## src/two_hand_pkg.sv

```systemverilog
// Constants, types and state layout for the two-hand safety control.
// Assumes a single 125 MHz clock and synchronous active-low reset.
package two_hand_pkg;

    // ========================================================
    // Timing
    // ========================================================
    localparam int unsigned CLK_FREQ_KHZ      = 125000;
    // Synchronisation window, longest time, rounds down
    localparam int unsigned SYNC_WINDOW_MS    = 500;
    localparam int unsigned SYNC_WINDOW_CYC   = SYNC_WINDOW_MS * CLK_FREQ_KHZ;
    // Relay contact settle time before readback is judged
    localparam int unsigned CONTACT_SETTLE_MS = 10;
    localparam int unsigned CONTACT_SETTLE_CYC =
        CONTACT_SETTLE_MS * CLK_FREQ_KHZ;
    // Period of the control line test dips
    localparam int unsigned TEST_PERIOD_MS    = 1;
    localparam int unsigned TEST_PERIOD_CYC   = TEST_PERIOD_MS * CLK_FREQ_KHZ;
    // Width of one test dip, least time, rounds up
    localparam int unsigned TEST_DIP_US       = 2;
    localparam int unsigned TEST_DIP_CYC      =
        (TEST_DIP_US * CLK_FREQ_KHZ + 999) / 1000;
    // Release and response limits the design keeps (within two test dips and a few cycles)
    localparam int unsigned RESPONSE_LIMIT_MS = 20;

    // ========================================================
    // Counters
    // ========================================================
    localparam int          CNT_W    = 26;
    typedef logic [CNT_W-1:0] count_t;
    localparam count_t      CNT_ZERO = 26'h0000000;
    localparam count_t      CNT_ONE  = 26'h0000001;

    // ========================================================
    // Types
    // ========================================================
    typedef enum logic [5:0] {
        ST_POWER_UP = 6'h01,
        ST_ARMED    = 6'h02,
        ST_SYNC     = 6'h04,
        ST_ON       = 6'h08,
        ST_LOCKOUT  = 6'h10,
        ST_FAULT    = 6'h20
    } phase_e;

    typedef struct packed {
        logic first_hand_button;
        logic second_hand_button;
    } hands_s;

    typedef struct packed {
        logic relay_a;
        logic relay_b;
    } relay_s;

    typedef struct packed {
        logic line_short_first;
        logic line_short_second;
        logic earth_fault;
        logic contact_stuck;
        logic contact_no_pickup;
        logic feedback_open;
    } fault_s;

    typedef struct packed {
        phase_e phase;
        count_t sync_cnt;
        count_t settle_cnt;
        count_t test_cnt;
        hands_s active;
        hands_s line_drive;
        fault_s fault;
        relay_s relay;
        logic   ready;
    } core_state_s;

    localparam hands_s HANDS_OFF  = 2'h0;
    localparam hands_s HANDS_ON   = 2'h3;
    localparam relay_s RELAY_OFF  = 2'h0;
    localparam relay_s RELAY_ON   = 2'h3;
    localparam fault_s FAULT_NONE = 6'h00;

    localparam core_state_s STATE_RESET = '{
        phase:      ST_POWER_UP,
        sync_cnt:   CNT_ZERO,
        settle_cnt: CNT_ZERO,
        test_cnt:   CNT_ZERO,
        active:     HANDS_OFF,
        line_drive: HANDS_ON,
        fault:      FAULT_NONE,
        relay:      RELAY_OFF,
        ready:      1'b0
    };

endpackage : two_hand_pkg

```

## src/two_hand_sync_control.sv

```systemverilog
// Two-hand safety control: button sync, relay drive, self-monitoring.
// Assumes inputs synchronous to core_clk_i and debounced by wiring.
// Buttons may be NO or NC; relay contacts are read back.
`timescale 1ns/1ps

// Overview of operation
// - Energize only on both buttons within window
// - Single button or late second keeps outputs off
// - Open feedback loop blocks energizing, flags fault once relays settle off, outside POWER_UP and FAULT
// - Any detected error inhibits energizing
// - Release of either button drops outputs after the next sample, within a guard span plus two cycles
// - New cycle needs both released, loop closed
// - Ready only with power and closed loop
// - Switch only when relays read de-energized
// - Faults latched before next actuation can switch
// - Single failure still leaves outputs off
// - Two relays, contact states checked cyclically
// - Line shorts and earth faults block outputs
// - Each button may be normally open or closed
// - Drop outputs well under 20 ms after release
// - Energize well under 20 ms after valid actuation
module two_hand_sync_control #(
    parameter int unsigned SYNC_CYCLES    = two_hand_pkg::SYNC_WINDOW_CYC,
    parameter int unsigned CONTACT_CYCLES = two_hand_pkg::CONTACT_SETTLE_CYC,
    parameter int unsigned TEST_CYCLES    = two_hand_pkg::TEST_PERIOD_CYC
) (
    input  wire logic                 core_clk_i,
    input  wire logic                 rst_n_i,
    input  wire logic                 power_good_i,
    input  wire two_hand_pkg::hands_s hand_line_i,
    input  wire two_hand_pkg::hands_s hand_nc_i,
    input  wire logic                 earth_fault_i,
    input  wire logic                 contactor_feedback_loop_i,
    input  wire two_hand_pkg::relay_s relay_contact_i,
    output logic                      ready_o,
    output two_hand_pkg::relay_s      relay_o,
    output two_hand_pkg::hands_s      line_drive_o,
    output two_hand_pkg::fault_s      fault_o,
    output two_hand_pkg::phase_e      phase_o
);
    import two_hand_pkg::*;

    // Phase map, one-hot:
    //   POWER_UP waits for power, closed loop, hands off
    //   ARMED    ready, waits for the first press
    //   SYNC     one hand down, window running
    //   ON       both relays driven
    //   LOCKOUT  waits for both hands off
    //   FAULT    sticky error, relays held off
    //   A stray code falls to FAULT

    // ========================================================
    // Constants at counter width
    // ========================================================
    // Limits cut to counter width on purpose
    localparam count_t SYNC_LIMIT    = count_t'(SYNC_CYCLES);
    localparam count_t CONTACT_LIMIT = count_t'(CONTACT_CYCLES);
    localparam count_t TEST_LAST     = count_t'(TEST_CYCLES - 1);
    // Self-test dip length and second line offset
    localparam count_t DIP_LEN       = count_t'(TEST_DIP_CYC);
    localparam count_t SECOND_START  = count_t'(TEST_CYCLES / 2);

    // ========================================================
    // Helpers
    // ========================================================
    // True while the line dip starting at start is low
    function automatic logic in_dip(input count_t cnt, input count_t start);
        in_dip = (cnt >= start) && (cnt < start + DIP_LEN);
    endfunction : in_dip

    // True during a dip and the recovery interval after it
    // Twice the dip, so a line still recovering
    // from its dip is never taken as a press
    function automatic logic in_guard(input count_t cnt,
                                      input count_t start);
        in_guard = (cnt >= start) && (cnt < start + DIP_LEN + DIP_LEN);
    endfunction : in_guard

    // ========================================================
    // State
    // ========================================================
    // Registered state and its next value
    core_state_s s;
    core_state_s next_s;

    // Decoded views, settled each cycle
    hands_s      pressed;
    logic        any_pressed;
    logic        both_pressed;

    // Self-test and fault helpers
    logic        contacts_open;
    logic        settled;
    logic        guard_first;
    logic        guard_second;
    logic        fault_now;
    logic        fault_any;

    // Outputs straight from the state register
    // so every output comes from a flip-flop
    assign ready_o      = s.ready;
    assign relay_o      = s.relay;
    assign line_drive_o = s.line_drive;
    assign fault_o      = s.fault;
    assign phase_o      = s.phase;

    // ========================================================
    // Next state
    // ========================================================
    // One pass builds the whole next state;
    // later sections may override earlier ones
    always_comb begin
        next_s = s;

        // Test dip sequencer for both control lines
        // Counter wraps at the end of each period
        if (s.test_cnt == TEST_LAST) begin
            next_s.test_cnt = CNT_ZERO;
        end else begin
            next_s.test_cnt = s.test_cnt + CNT_ONE;
        end
        next_s.line_drive.first_hand_button =
            !in_dip(s.test_cnt, CNT_ZERO);
        next_s.line_drive.second_hand_button =
            !in_dip(s.test_cnt, SECOND_START);

        // Guard spans freeze the button sample
        guard_first  = in_guard(s.test_cnt, CNT_ZERO);
        guard_second = in_guard(s.test_cnt, SECOND_START);

        // Button sampling, held during dips; NO or NC contact
        if (!guard_first && !guard_second) begin
            next_s.active = hand_line_i ^ hand_nc_i;
        end
        // Decisions use the registered sample
        pressed      = s.active;
        any_pressed  = pressed.first_hand_button |
                       pressed.second_hand_button;
        both_pressed = pressed.first_hand_button &
                       pressed.second_hand_button;

        // Contact settle timer, restarts on every relay change
        settled = (s.settle_cnt >= CONTACT_LIMIT);
        if (!settled) begin
            next_s.settle_cnt = s.settle_cnt + CNT_ONE;
        end
        // Both readback contacts must be open
        contacts_open = !relay_contact_i.relay_a && !relay_contact_i.relay_b;

        // Fault sources; set always wins over a clear
        fault_now = 1'b0;
        // Line still high at dip end means a short
        if (s.test_cnt == DIP_LEN - CNT_ONE &&
            hand_line_i.first_hand_button) begin
            next_s.fault.line_short_first = 1'b1;
            fault_now = 1'b1;
        end
        if (s.test_cnt == SECOND_START + DIP_LEN - CNT_ONE &&
            hand_line_i.second_hand_button) begin
            next_s.fault.line_short_second = 1'b1;
            fault_now = 1'b1;
        end
        // Earth detector is a plain level
        if (earth_fault_i) begin
            next_s.fault.earth_fault = 1'b1;
            fault_now = 1'b1;
        end

        // Each relay judged alone, so one weld is caught
        if (settled && s.relay == RELAY_OFF && !contacts_open) begin
            next_s.fault.contact_stuck = 1'b1;
            fault_now = 1'b1;
        end
        if (settled && s.relay == RELAY_ON &&
            !(relay_contact_i.relay_a && relay_contact_i.relay_b)) begin
            next_s.fault.contact_no_pickup = 1'b1;
            fault_now = 1'b1;
        end

        // Loop must be closed while relays are settled off
        if (settled && s.relay == RELAY_OFF &&
            !contactor_feedback_loop_i && s.phase != ST_POWER_UP &&
            s.phase != ST_FAULT) begin
            next_s.fault.feedback_open = 1'b1;
            fault_now = 1'b1;
        end

        // New or latched fault blocks switching
        fault_any = fault_now || (s.fault != FAULT_NONE);

        // Sequencer
        case (s.phase)
            // Wait for power, closed loop, hands off
            ST_POWER_UP: begin
                if (fault_any) begin
                    next_s.phase = ST_FAULT;
                end else if (power_good_i && contactor_feedback_loop_i &&
                             !any_pressed && contacts_open) begin
                    next_s.phase = ST_ARMED;
                end
            end

            // Ready; first press starts the window
            ST_ARMED: begin
                next_s.sync_cnt = CNT_ZERO;
                if (fault_any) begin
                    next_s.phase = ST_FAULT;
                end else if (!power_good_i ||
                             !contactor_feedback_loop_i) begin
                    next_s.phase = ST_POWER_UP;
                end else if (both_pressed && contacts_open) begin
                    next_s.phase = ST_ON;
                end else if (any_pressed) begin
                    next_s.phase = ST_SYNC;
                end
            end

            // One hand down, window running
            ST_SYNC: begin
                next_s.sync_cnt = s.sync_cnt + CNT_ONE;
                if (fault_any) begin
                    next_s.phase = ST_FAULT;
                end else if (!power_good_i) begin
                    next_s.phase = ST_POWER_UP;
                end else if (!any_pressed && contactor_feedback_loop_i) begin
                    next_s.phase    = ST_ARMED;
                    next_s.sync_cnt = CNT_ZERO;
                end else if (both_pressed && contacts_open &&
                             contactor_feedback_loop_i) begin
                    next_s.phase = ST_ON;
                // Window expired or loop opened
                end else if (next_s.sync_cnt >= SYNC_LIMIT ||
                             !contactor_feedback_loop_i) begin
                    next_s.phase = ST_LOCKOUT;
                end
            end

            // Relays driven while both hands stay
            ST_ON: begin
                if (fault_any) begin
                    next_s.phase = ST_FAULT;
                end else if (!both_pressed || !power_good_i) begin
                    next_s.phase = ST_LOCKOUT;
                end
            end

            // Wait for both hands off and contacts at rest
            ST_LOCKOUT: begin
                next_s.sync_cnt = CNT_ZERO;
                if (fault_any) begin
                    next_s.phase = ST_FAULT;
                end else if (!any_pressed && contactor_feedback_loop_i &&
                             contacts_open && settled) begin
                    next_s.phase = ST_POWER_UP;
                end
            end

            ST_FAULT: begin
                // Clear only when every source is gone and hands off
                // A new fault in the same cycle wins over the clear
                if (!fault_now && !any_pressed && !earth_fault_i &&
                    contacts_open && contactor_feedback_loop_i &&
                    settled) begin
                    next_s.fault = FAULT_NONE;
                    next_s.phase = ST_POWER_UP;
                end
            end

            // Illegal code lands in the safe phase
            default: begin
                next_s.phase = ST_FAULT;
            end
        endcase

        // Both relays follow the ON phase only
        if (next_s.phase == ST_ON) begin
            next_s.relay = RELAY_ON;
        end else begin
            next_s.relay = RELAY_OFF;
        end

        // Settle timer restarts on every relay edge
        if (next_s.relay != s.relay) begin
            next_s.settle_cnt = CNT_ZERO;
        end
        // Ready only while waiting for hands
        next_s.ready = (next_s.phase == ST_ARMED) ||
                       (next_s.phase == ST_SYNC);
    end

    // ========================================================
    // State register
    // ========================================================
    // Synchronous reset to the safe state
    always_ff @(posedge core_clk_i) begin
        if (!rst_n_i) begin
            s <= STATE_RESET;
        end else begin
            s <= next_s;
        end
    end

endmodule : two_hand_sync_control

```

## config.mk

```make
export PLATFORM = sky130hd
export DESIGN_NAME = two_hand_sync_control
export DESIGN_NICKNAME = d
export VERILOG_FILES = /design/src/two_hand_pkg.sv /design/src/two_hand_sync_control.sv
export SDC_FILE = /design/constraint.sdc
export NUM_CORES = 1
export LEC_CHECK = 0
export BUFFER_PORTS_ARGS = -buffer_cell sky130_fd_sc_hd__buf_2
export CAP_MARGIN = 15
export CORE_MARGIN = 2
export CORE_UTILIZATION = 50
export CTS_CLUSTER_SIZE = 14
export DETAILED_ROUTE_END_ITERATION = 8
export PLACE_DENSITY_LB_ADDON = 0.1
export SETUP_SLACK_MARGIN = 0.2
export SLEW_MARGIN = 5
export SYNTH_ARGS = -nofsm -noshare
export SYNTH_HDL_FRONTEND = slang
export SYNTH_SLANG_ARGS = --single-unit
```

## constraint.sdc

```tcl
create_clock -name core_clk_i -period 3.3 [get_ports core_clk_i]
set_clock_uncertainty 0.1 [all_clocks]
set_input_delay 0.495 -clock core_clk_i [delete_from_list [all_inputs] [get_ports core_clk_i]]
set_output_delay 0.495 -clock core_clk_i [all_outputs]
set_load 0.01 [all_outputs]
```

After elaboration in Yosys (flattened, before gate mapping). Index checks and enable logic that the tools add are counted.

Add/sub/neg operators: 3. Magnitude comparators: 8. Equality and inequality tests: 16. Muxes and demuxes: 36. Bitwise gates (word level): 4. Reductions and logical operators: 54.

Operators by type and width (number): 6-bit 2-to-1 mux (18); 26-bit by 1-bit adder with 26-bit output, second input constant (3); 26-bit 2-to-1 mux (3); 26-bit by 16-bit < comparator with 1-bit output, second input constant (2); 26-bit one-hot mux with 2 select lines (1); 6-bit one-hot mux with 6 select lines (1); 1-bit logical AND (29); 26-bit by 16-bit == test with 1-bit output, second input constant (1); 26-bit by 17-bit == test with 1-bit output, second input constant (1); 26-bit by 8-bit == test with 1-bit output, second input constant (1); 26-bit by 1-bit >= comparator with 1-bit output, second input constant (1); 26-bit by 16-bit >= comparator with 1-bit output, second input constant (1); 26-bit by 21-bit >= comparator with 1-bit output, second input constant (1); 26-bit >= comparator, second input constant (1); 26-bit by 8-bit < comparator with 1-bit output, second input constant (1); 26-bit by 9-bit < comparator with 1-bit output, second input constant (1); 1-bit zero test (14); 6-bit by 2-bit == test with 1-bit output, second input constant (2); 6-bit by 3-bit == test with 1-bit output, second input constant (2); 6-bit by 4-bit == test with 1-bit output, second input constant (2); 1-bit 2-to-1 mux (12); 6-bit by 1-bit == test with 1-bit output, second input constant (1); 6-bit by 5-bit == test with 1-bit output, second input constant (1); 6-bit == test, second input constant (1); 14 further kinds (20).

Register bits: 97. Input port bits: 11. Word-level logic and storage cells: 138.

Logic depth before layout (Yosys ltp). Gate-level depths: netlist of run 1.

Depth after elaboration: 20. Mapped depth: 12. Gate-level depth less buffers: 11.

Least setup slack after synthesis of run 1. Ideal clock, no wire load.

Kind: reg2reg. From: reg s[35] (netlist bit). To: reg s[84] (netlist bit). Setup time: 0.074 ns. Data arrival time: 2.677 ns. Required time: 3.126 ns. Path slack: 0.449 ns. Stages on the path, launching flop included: 11. Buffers on the path: 2. Period minus slack after synthesis: 2.851 ns. Cell sequence: dfxtp_1 -> or4_1 -> or4b_4 -> o41a_1 -> o2111ai_2 -> o21ba_4 -> and2_4 -> buf_6 -> buf_8 -> a31oi_1 -> a31oi_1.

Longest elaborated chain between the ends: 11. Elaborated cells on any way between the ends: 13. Classes of those cells: eq/ne (2); mux (8); reduce/logical (3).

Ends and longest elaborated chain: start: declaration (line two_hand_sync_control.sv:83) `core_state_s s;`; start signal: assignment (line two_hand_sync_control.sv:299) `s <= next_s;`; 26-bit by 8-bit == test with 1-bit output (line two_hand_sync_control.sv:153) `if (s.test_cnt == DIP_LEN - CNT_ONE &&`; 1-bit logical AND (line two_hand_sync_control.sv:153); 1-bit 2-to-1 mux (line two_hand_sync_control.sv:153); 1-bit 2-to-1 mux (*) (line two_hand_sync_control.sv:158) `if (s.test_cnt == SECOND_START + DIP_LEN - CNT_ONE &&`; 1-bit 2-to-1 mux (*) (line two_hand_sync_control.sv:164) `if (earth_fault_i) begin`; 1-bit 2-to-1 mux (*) (line two_hand_sync_control.sv:170) `if (settled && s.relay == RELAY_OFF && !contacts_open) begin`; 1-bit 2-to-1 mux (*) (line two_hand_sync_control.sv:174) `if (settled && s.relay == RELAY_ON &&`; 1-bit 2-to-1 mux (*) (line two_hand_sync_control.sv:181) `if (settled && s.relay == RELAY_OFF &&`; 1-bit logical OR (*) (line two_hand_sync_control.sv:189) `fault_any = fault_now || (s.fault != FAULT_NONE);`; 26-bit 2-to-1 mux (*) (line two_hand_sync_control.sv:221) `if (fault_any) begin`; 26-bit one-hot mux with 2 select lines (*) (line two_hand_sync_control.sv:192) `case (s.phase)`.

Mark *: on every way between the ends. The rest lies on a longest branch, timed or not. A chain may end at the register's enable or synchronous reset.

Worst setup path after layout of run 1. Ends and elaborated chain as after synthesis.

==> flow_summary.json, run 1 <==
{
  "path_class": "flop to flop",
  "cap_viol_max_count": 0,
  "final_cell_mix": "nor2_1, dfxtp_1, nand2_1",
  "worstPathArrival_ps": 3170,
  "worst_slack_ps": 324,
  "p_clk_share_pct": 35.4,
  "die_y_um": 106,
  "clockBufferDepth": 2,
  "hpwl_um": 8400,
  "ir_worst_vdd_v": 0.000200,
  "min_to": "fault_o[3]",
  "r2r_cells": 8,
  "startpoint": "s[35]",
  "h-tree-depth": 3,
  "p_total_w": 0.00202,
  "cp-end-kind": "flop",
  "seq_power_share_pct": 58.8,
  "grt_max_degree": 22,
  "overflow": 0,
  "cts_made_buffers": 9,
  "drc": 0,
  "synth_edf_count": 0,
  "synth-adder-area-share_pct": 1.43,
  "gp_congestion": 0.917,
  "die_x_um": 106,
  "drive_gt1_share_pct": 12.6,
  "synthDistinctLibCells": 62,
  "nets": 702,
  "fill_cells": 955,
  "crit_fanout": 7,
  "r2r_slack_ps": 320,
  "cts_sinks": 96,
  "top_level_ports": 28,
  "grt_usage_pct": 21.8,
  "syn_area_per_cell_um2": 7.80,
  "ys_seq_elements": 96,
  "syn_nets": 688,
  "wl_um": 12100,
  "grt_pass1_wl_um": 20300,
  "dr.pass1.iters": 5,
  "synth-simple-area-share_pct": 30.5,
  "hold_viol_final": 0,
  "area_growth_pct": 9.03,
  "synthFlopType": "dfxtp_1",
  "finalCritPeriodShare_pct": 90.2,
  "swShare_pct": 25.1,
  "fp.dieArea_mm2": 0.0113,
  "cts_tree": "done",
  "antenna_found_initial": 0,
  "pre_cts_ws_ps": 100,
  "ant_nets": 0,
  "wl_per_cell_um": 14.7,
  "hold_start": "earth_fault_i",
  "rsz0062_at_grt": "false",
  "p_leak_nw": 2.09,
  "vias": 4804,
  "detail_route.iter0.violations": 276,
  "combPwrFrac_pct": 5.8,
  "power_per_cell_area_mw_per_mm2": 354,
  "tns_ps": 0,
  "finalCriticalPeriod_ps": 2980,
  "setup_viol": 0,
  "ys_seq_area_share_pct": 36.7,
  "relSlewSlack_pct": 59.5,
  "syn-cell-area_mm2": 0.00524,
  "clock.fmax_mhz": 336,
  "clkTransAtPathRegs_ps": 90,
  "core_mm2": 0.0102,
  "fin_hold_ws_ps": 285,
  "start_util_pct": 51.2,
  "hold_depth": 3,
  "clock-root-buffer": "clkbuf_8",
  "vias_per_cell": 5.82,
  "synthMuxAreaShare_pct": 0,
  "clk_latency_ps": 370,
  "numPortBuffers": 27,
  "synth_xor_area_share_pct": 9.51,
  "synth_compound_area_share_pct": 15.2,
  "switchingPower_w": 0.000507,
  "cell_internal_pwr_w": 0.00151,
  "yosys_warnings": 0,
  "worstMarginPinSlew_ps": 599,
  "synth_top_family_by_area": "simple AND/OR/NAND/NOR gates",
  "cp_data_required_time_ps": 3490,
  "crit_path_start_kind": "flop",
  "status": "completed",
  "grt_pass1_vias": 4368,
  "r2r_start": "s[35]",
  "rr_endpoint": "s[84]",
  "synthCells": 671,
  "slew_violations": 0,
  "num_rows": 37,
  "hold_path.class": "input port to flop",
  "synthArstFlopShare_pct": 0,
  "antenna-diode-count": 0
}
[kinds of logic (layout without fill, tap and decap cells)]
kind of cell,count (synthesis),after routing
compound gates,126,126
xor+xnor,56,56
buf+inv,65,82
fa+ha+maj,6,6
flops,96,96
simple gates,322,324
[cell type report]
cell class | count | area, um2 | share of cell area (%)
clock buffers | 12 | 145 | 2.54
clock inverters | 4 | 28.8 | 0.504
inverters | 15 | 56.3 | 0.986
multi-input cells | 512 | 3070 | 53.8
flip-flops and latches | 96 | 1920 | 33.7
well taps | 136 | 170 | 2.98
repair buffers | 51 | 315 | 5.52
[power by group through the flow]
stage	clock network (W)	logic, W	registers [W]
final	0.000717	0.000117	0.00119
after global routing	0.000782	0.000133	0.00119
after CTS	0.000733	0.000114	0.00119
after detailed placement	0	0.000113	0.00121
after global placement	0	0.000111	0.00121
after floorplan	0	0.0000915	0.00120
[timing repair]
action,CTS,global route
resized for setup,2,16
hold buffers,0,0
endpoints found under the setup margin,22,46
gates cloned,1,1
buffers inserted,0,3
pin swaps,0,3
[through the flow]
stage                     std cells  utilization [%]  instance area [um2]
after global routing            826             55.8                 5710
after CTS                       822             54.9                 5610
after detailed placement        805             52.9                 5420
after global placement          805             52.9                 5420
final                           826             55.8                 5710
after floorplan                 671                -                 5240
[how the worst max path moves through the flow]
stage | cells past startpoint | slack (ps) | endpoint
after floorplan | 10 | 450 | s[84]
after global placement | 8 | 190 | s[40]
after detailed placement | 8 | 100 | s[46]
after CTS | 9 | 190 | s[72]
after global routing | 8 | 200 | s[88]
final | 8 | 320 | s[84]
[routing by layer]
layer | GRT usage (%) | up-vias | routed length, um
met4 | 9.02 | 0 | 235
met5 | 0 | - | 0
li1 | - | 2394 | -
met2 | 35.1 | 139 | 5730
met1 | 29.3 | 2250 | 5570
met3 | 2.94 | 21 | 611
[registers in the layout, indices dropped and copies added, names as in the netlist]
register      count
s                78
fault_o           6
phase_o           6
line_drive_o      2
pressed           2
ready_o           1
relay_o           1
[synth_stat cells, types with 4 or more instances]
cell type | number | share of area [%]
buf_6 | 4 | 0.86
a21oi_1 | 24 | 2.3
nand3_1 | 45 | 4.3
nand4_1 | 20 | 2.4
nand2_1 | 61 | 4.4
nor4_1 | 6 | 0.72
nor2_1 | 99 | 7.1
buf_4 | 16 | 2.3
o211ai_1 | 7 | 1.0
a31oi_1 | 18 | 2.2
or3_1 | 7 | 0.84
ha_1 | 6 | 1.4
and4_1 | 6 | 1.0
nand2b_1 | 4 | 0.48
o21ai_0 | 36 | 3.4
dfxtp_1 | 96 | 37
buf_1 | 4 | 0.29
xor2_1 | 30 | 5.0
inv_1 | 15 | 1.1
or4_1 | 8 | 1.1
and3_1 | 25 | 3.0
o21ai_1 | 7 | 0.67
clkbuf_1 | 24 | 1.7
xnor2_1 | 25 | 4.2
nor3_1 | 18 | 1.7
[critical path, stage by stage (launching register included)]
cell	delay (ps)
dfxtp_1	350
or4_1	550
or4b_4	580
o41a_1	390
o2111ai_4	150
o21ba_4	250
and2_2	280
a31oi_1	110
a31oi_1	140
(Power assumes the default switching activity.)
==> run 2: changes to the inputs <==
--- a/config.mk
+++ b/config.mk
@@ -8,7 +8,7 @@
 export BUFFER_PORTS_ARGS = -buffer_cell sky130_fd_sc_hd__buf_2
 export CAP_MARGIN = 15
 export CORE_MARGIN = 2
-export CORE_UTILIZATION = 50
+export CORE_UTILIZATION = 35
 export CTS_CLUSTER_SIZE = 14
 export DETAILED_ROUTE_END_ITERATION = 8
 export PLACE_DENSITY_LB_ADDON = 0.1
==> flow_summary.json, run 2 (same netlist as run 1, synthesis figures left out) <==
{
  "status": "completed",
  "ant_nets": 0,
  "worstMarginPinSlew_ps": 617,
  "wl_per_cell_um": 14.8,
  "crit_path_top_delay_cell": "or4b_4",
  "cap_viol_max_count": 0,
  "fp.dieArea_mm2": 0.0160,
  "ir_worst_vdd_v": 0.000236,
  "cpPeakStageDelay_ps": 570,
  "vias": 4747,
  "seq_power_share_pct": 51.2,
  "cts_tree": "done",
  "cp-end-kind": "flop",
  "mostFrequentLayoutCell": "nor2_1",
  "core_mm2": 0.0146,
  "setup_viol": 0,
  "clockBufferDepth": 2,
  "grt_usage_pct": 16.5,
  "crit_path_start_kind": "flop",
  "tns_ps": 0,
  "cts_sinks": 96,
  "power_per_cell_area_mw_per_mm2": 394,
  "combPwrFrac_pct": 5.3,
  "crit_chain": "or4_1 > or4b_4 > o41a_1 > o2111ai_2 > buf_4 > o21ba_4 > and2_4 > nand4_1 > o21ai_0",
  "dp_cells": 856,
  "worstPathArrival_ps": 3180,
  "h-tree-depth": 3,
  "overflow": 0,
  "regMostFlops": "s",
  "vias_per_cell": 5.41,
  "hold_path.class": "input port to flop",
  "num_rows": 44,
  "nets": 705,
  "finalCritPeriodShare_pct": 91.1,
  "clk_latency_ps": 350,
  "met1_usage_pct": 21.9,
  "antenna_found_initial": 0,
  "hpwl_um": 8960,
  "design_area_mm2": 0.00587,
  "finalCriticalPeriod_ps": 3010,
  "p_leak_nw": 2.14,
  "placed_cell_area_mm2": 0.00550,
  "grt_max_degree": 22,
  "start_util_pct": 35.9,
  "die_x_um": 126,
  "path_class": "flop to flop",
  "top_level_ports": 28,
  "regArea_mm2": 0.00192,
  "cell_internal_pwr_w": 0.00174,
  "cp.buffers_inverters": 1,
  "gp_congestion": 0.823,
  "busiest_layer": "met2",
  "hold_depth": 3,
  "grt_use_met3_pct": 3.80,
  "antenna-diode-count": 0,
  "r2r_cells": 9,
  "relSlewSlack_pct": 58.9,
  "slew_violations": 0,
  "fill_cells": 1484,
  "die_y_um": 126,
  "grt_pass1_wl_um": 21900,
  "multi_input_area_mm2": 0.00305,
  "area_growth_pct": 12.2,
  "detail_route.iter0.violations": 327,
  "rsz0062_at_grt": "true",
  "cp_num_cells": 9,
  "numPortBuffers": 27,
  "cts_made_buffers": 9,
  "crit_fanout": 7,
  "wl_um": 13000,
  "cp_data_required_time_ps": 3480,
  "use_met2_pct": 26.7,
  "clkTransAtPathRegs_ps": 70,
  "dr.pass1.iters": 5,
  "largest_reg_flops": 78,
  "p_clk_share_pct": 43.5,
  "drc": 0,
  "fin_cells": 877,
  "clock-root-buffer": "clkbuf_16",
  "hold_viol_final": 0,
  "path_delay_family": "simple AND/OR/NAND/NOR gates",
  "swShare_pct": 24.9,
  "grt_pass1_vias": 4551,
  "clock.fmax_mhz": 333,
  "switchingPower_w": 0.000578,
  "holdBufCountCts": 0,
  "drive_gt1_share_pct": 12.8,
  "final_cell_mix": "nor2_1, dfxtp_1, nand2_1"
}
-- run 2: changes by cell type in the layout (fill, tap and decap cells not counted), sizes merged --
cell | before | now
inv | 16 | 17
clkinv | 1 | 2
clkbuf | 12 | 9
clkinvlp | 2 | 3
and2 | 6 | 7
buf | 51 | 53
-- run 2: worst reg2reg max path: cells and delay by family, from the launching register on --
kind	cells	cell delay [ps]
DFF	1	340
and+or+nand+nor	4	1470
AOI/OAI and AO/OA	4	860
buffers and inverters	1	160
-- run 2: final timing paths --
| check | slack [ps] | endpoint | from |
|---|---|---|---|
| min reg2reg | 360 | s[59] | s[59] |
| max | 290 | s[79] | s[32] |
| max reg2reg | 290 | s[79] | s[32] |
| min | 310 | fault_o[3] | earth_fault_i |
-- run 2: area by class of cell --
type / instances / area share (%)
multi-input cells: 513 / 52.0
flip-flops and latches: 96 / 32.7
repair buffers: 53 / 5.62
well taps: 184 / 3.92
clock buffers: 9 / 3.83
clock inverters: 7 / 0.959
inverters: 15 / 0.959
-- run 2: stage by stage --
stage	utilization [%]	setup WS, ps	power (W)	hold WS [ps]
6_report	40.3	294	0.00232	312
2_1_floorplan	-	449	0.00130	338
5_1_grt	40.3	184	0.00242	325
3_3_place_gp	37.7	202	0.00133	357
3_5_place_dp	37.7	145	0.00133	355
4_1_cts	39.7	213	0.00236	303
-- run 2: what timing repair did --
item,in CTS,in global routing
cloned,1,2
setup buffers,0,2
endpoints found under the setup margin,37,44
gates resized for setup,3,12
pin swaps,0,4
-- run 2: layer usage --
layer	routed length, um	vias up
met5	0	-
met4	206	0
met3	489	18
met2	6040	98
met1	6260	2237
li1	-	2394
-- run 2: power by group through the flow --
stage          logic (W)  clock network, W  registers (W)
2_1_floorplan  0.0000915                 0        0.00120
3_3_place_gp    0.000120                 0        0.00121
3_5_place_dp    0.000120                 0        0.00121
4_1_cts         0.000121           0.00105        0.00119
5_1_grt         0.000138           0.00109        0.00119
6_report        0.000122           0.00101        0.00119
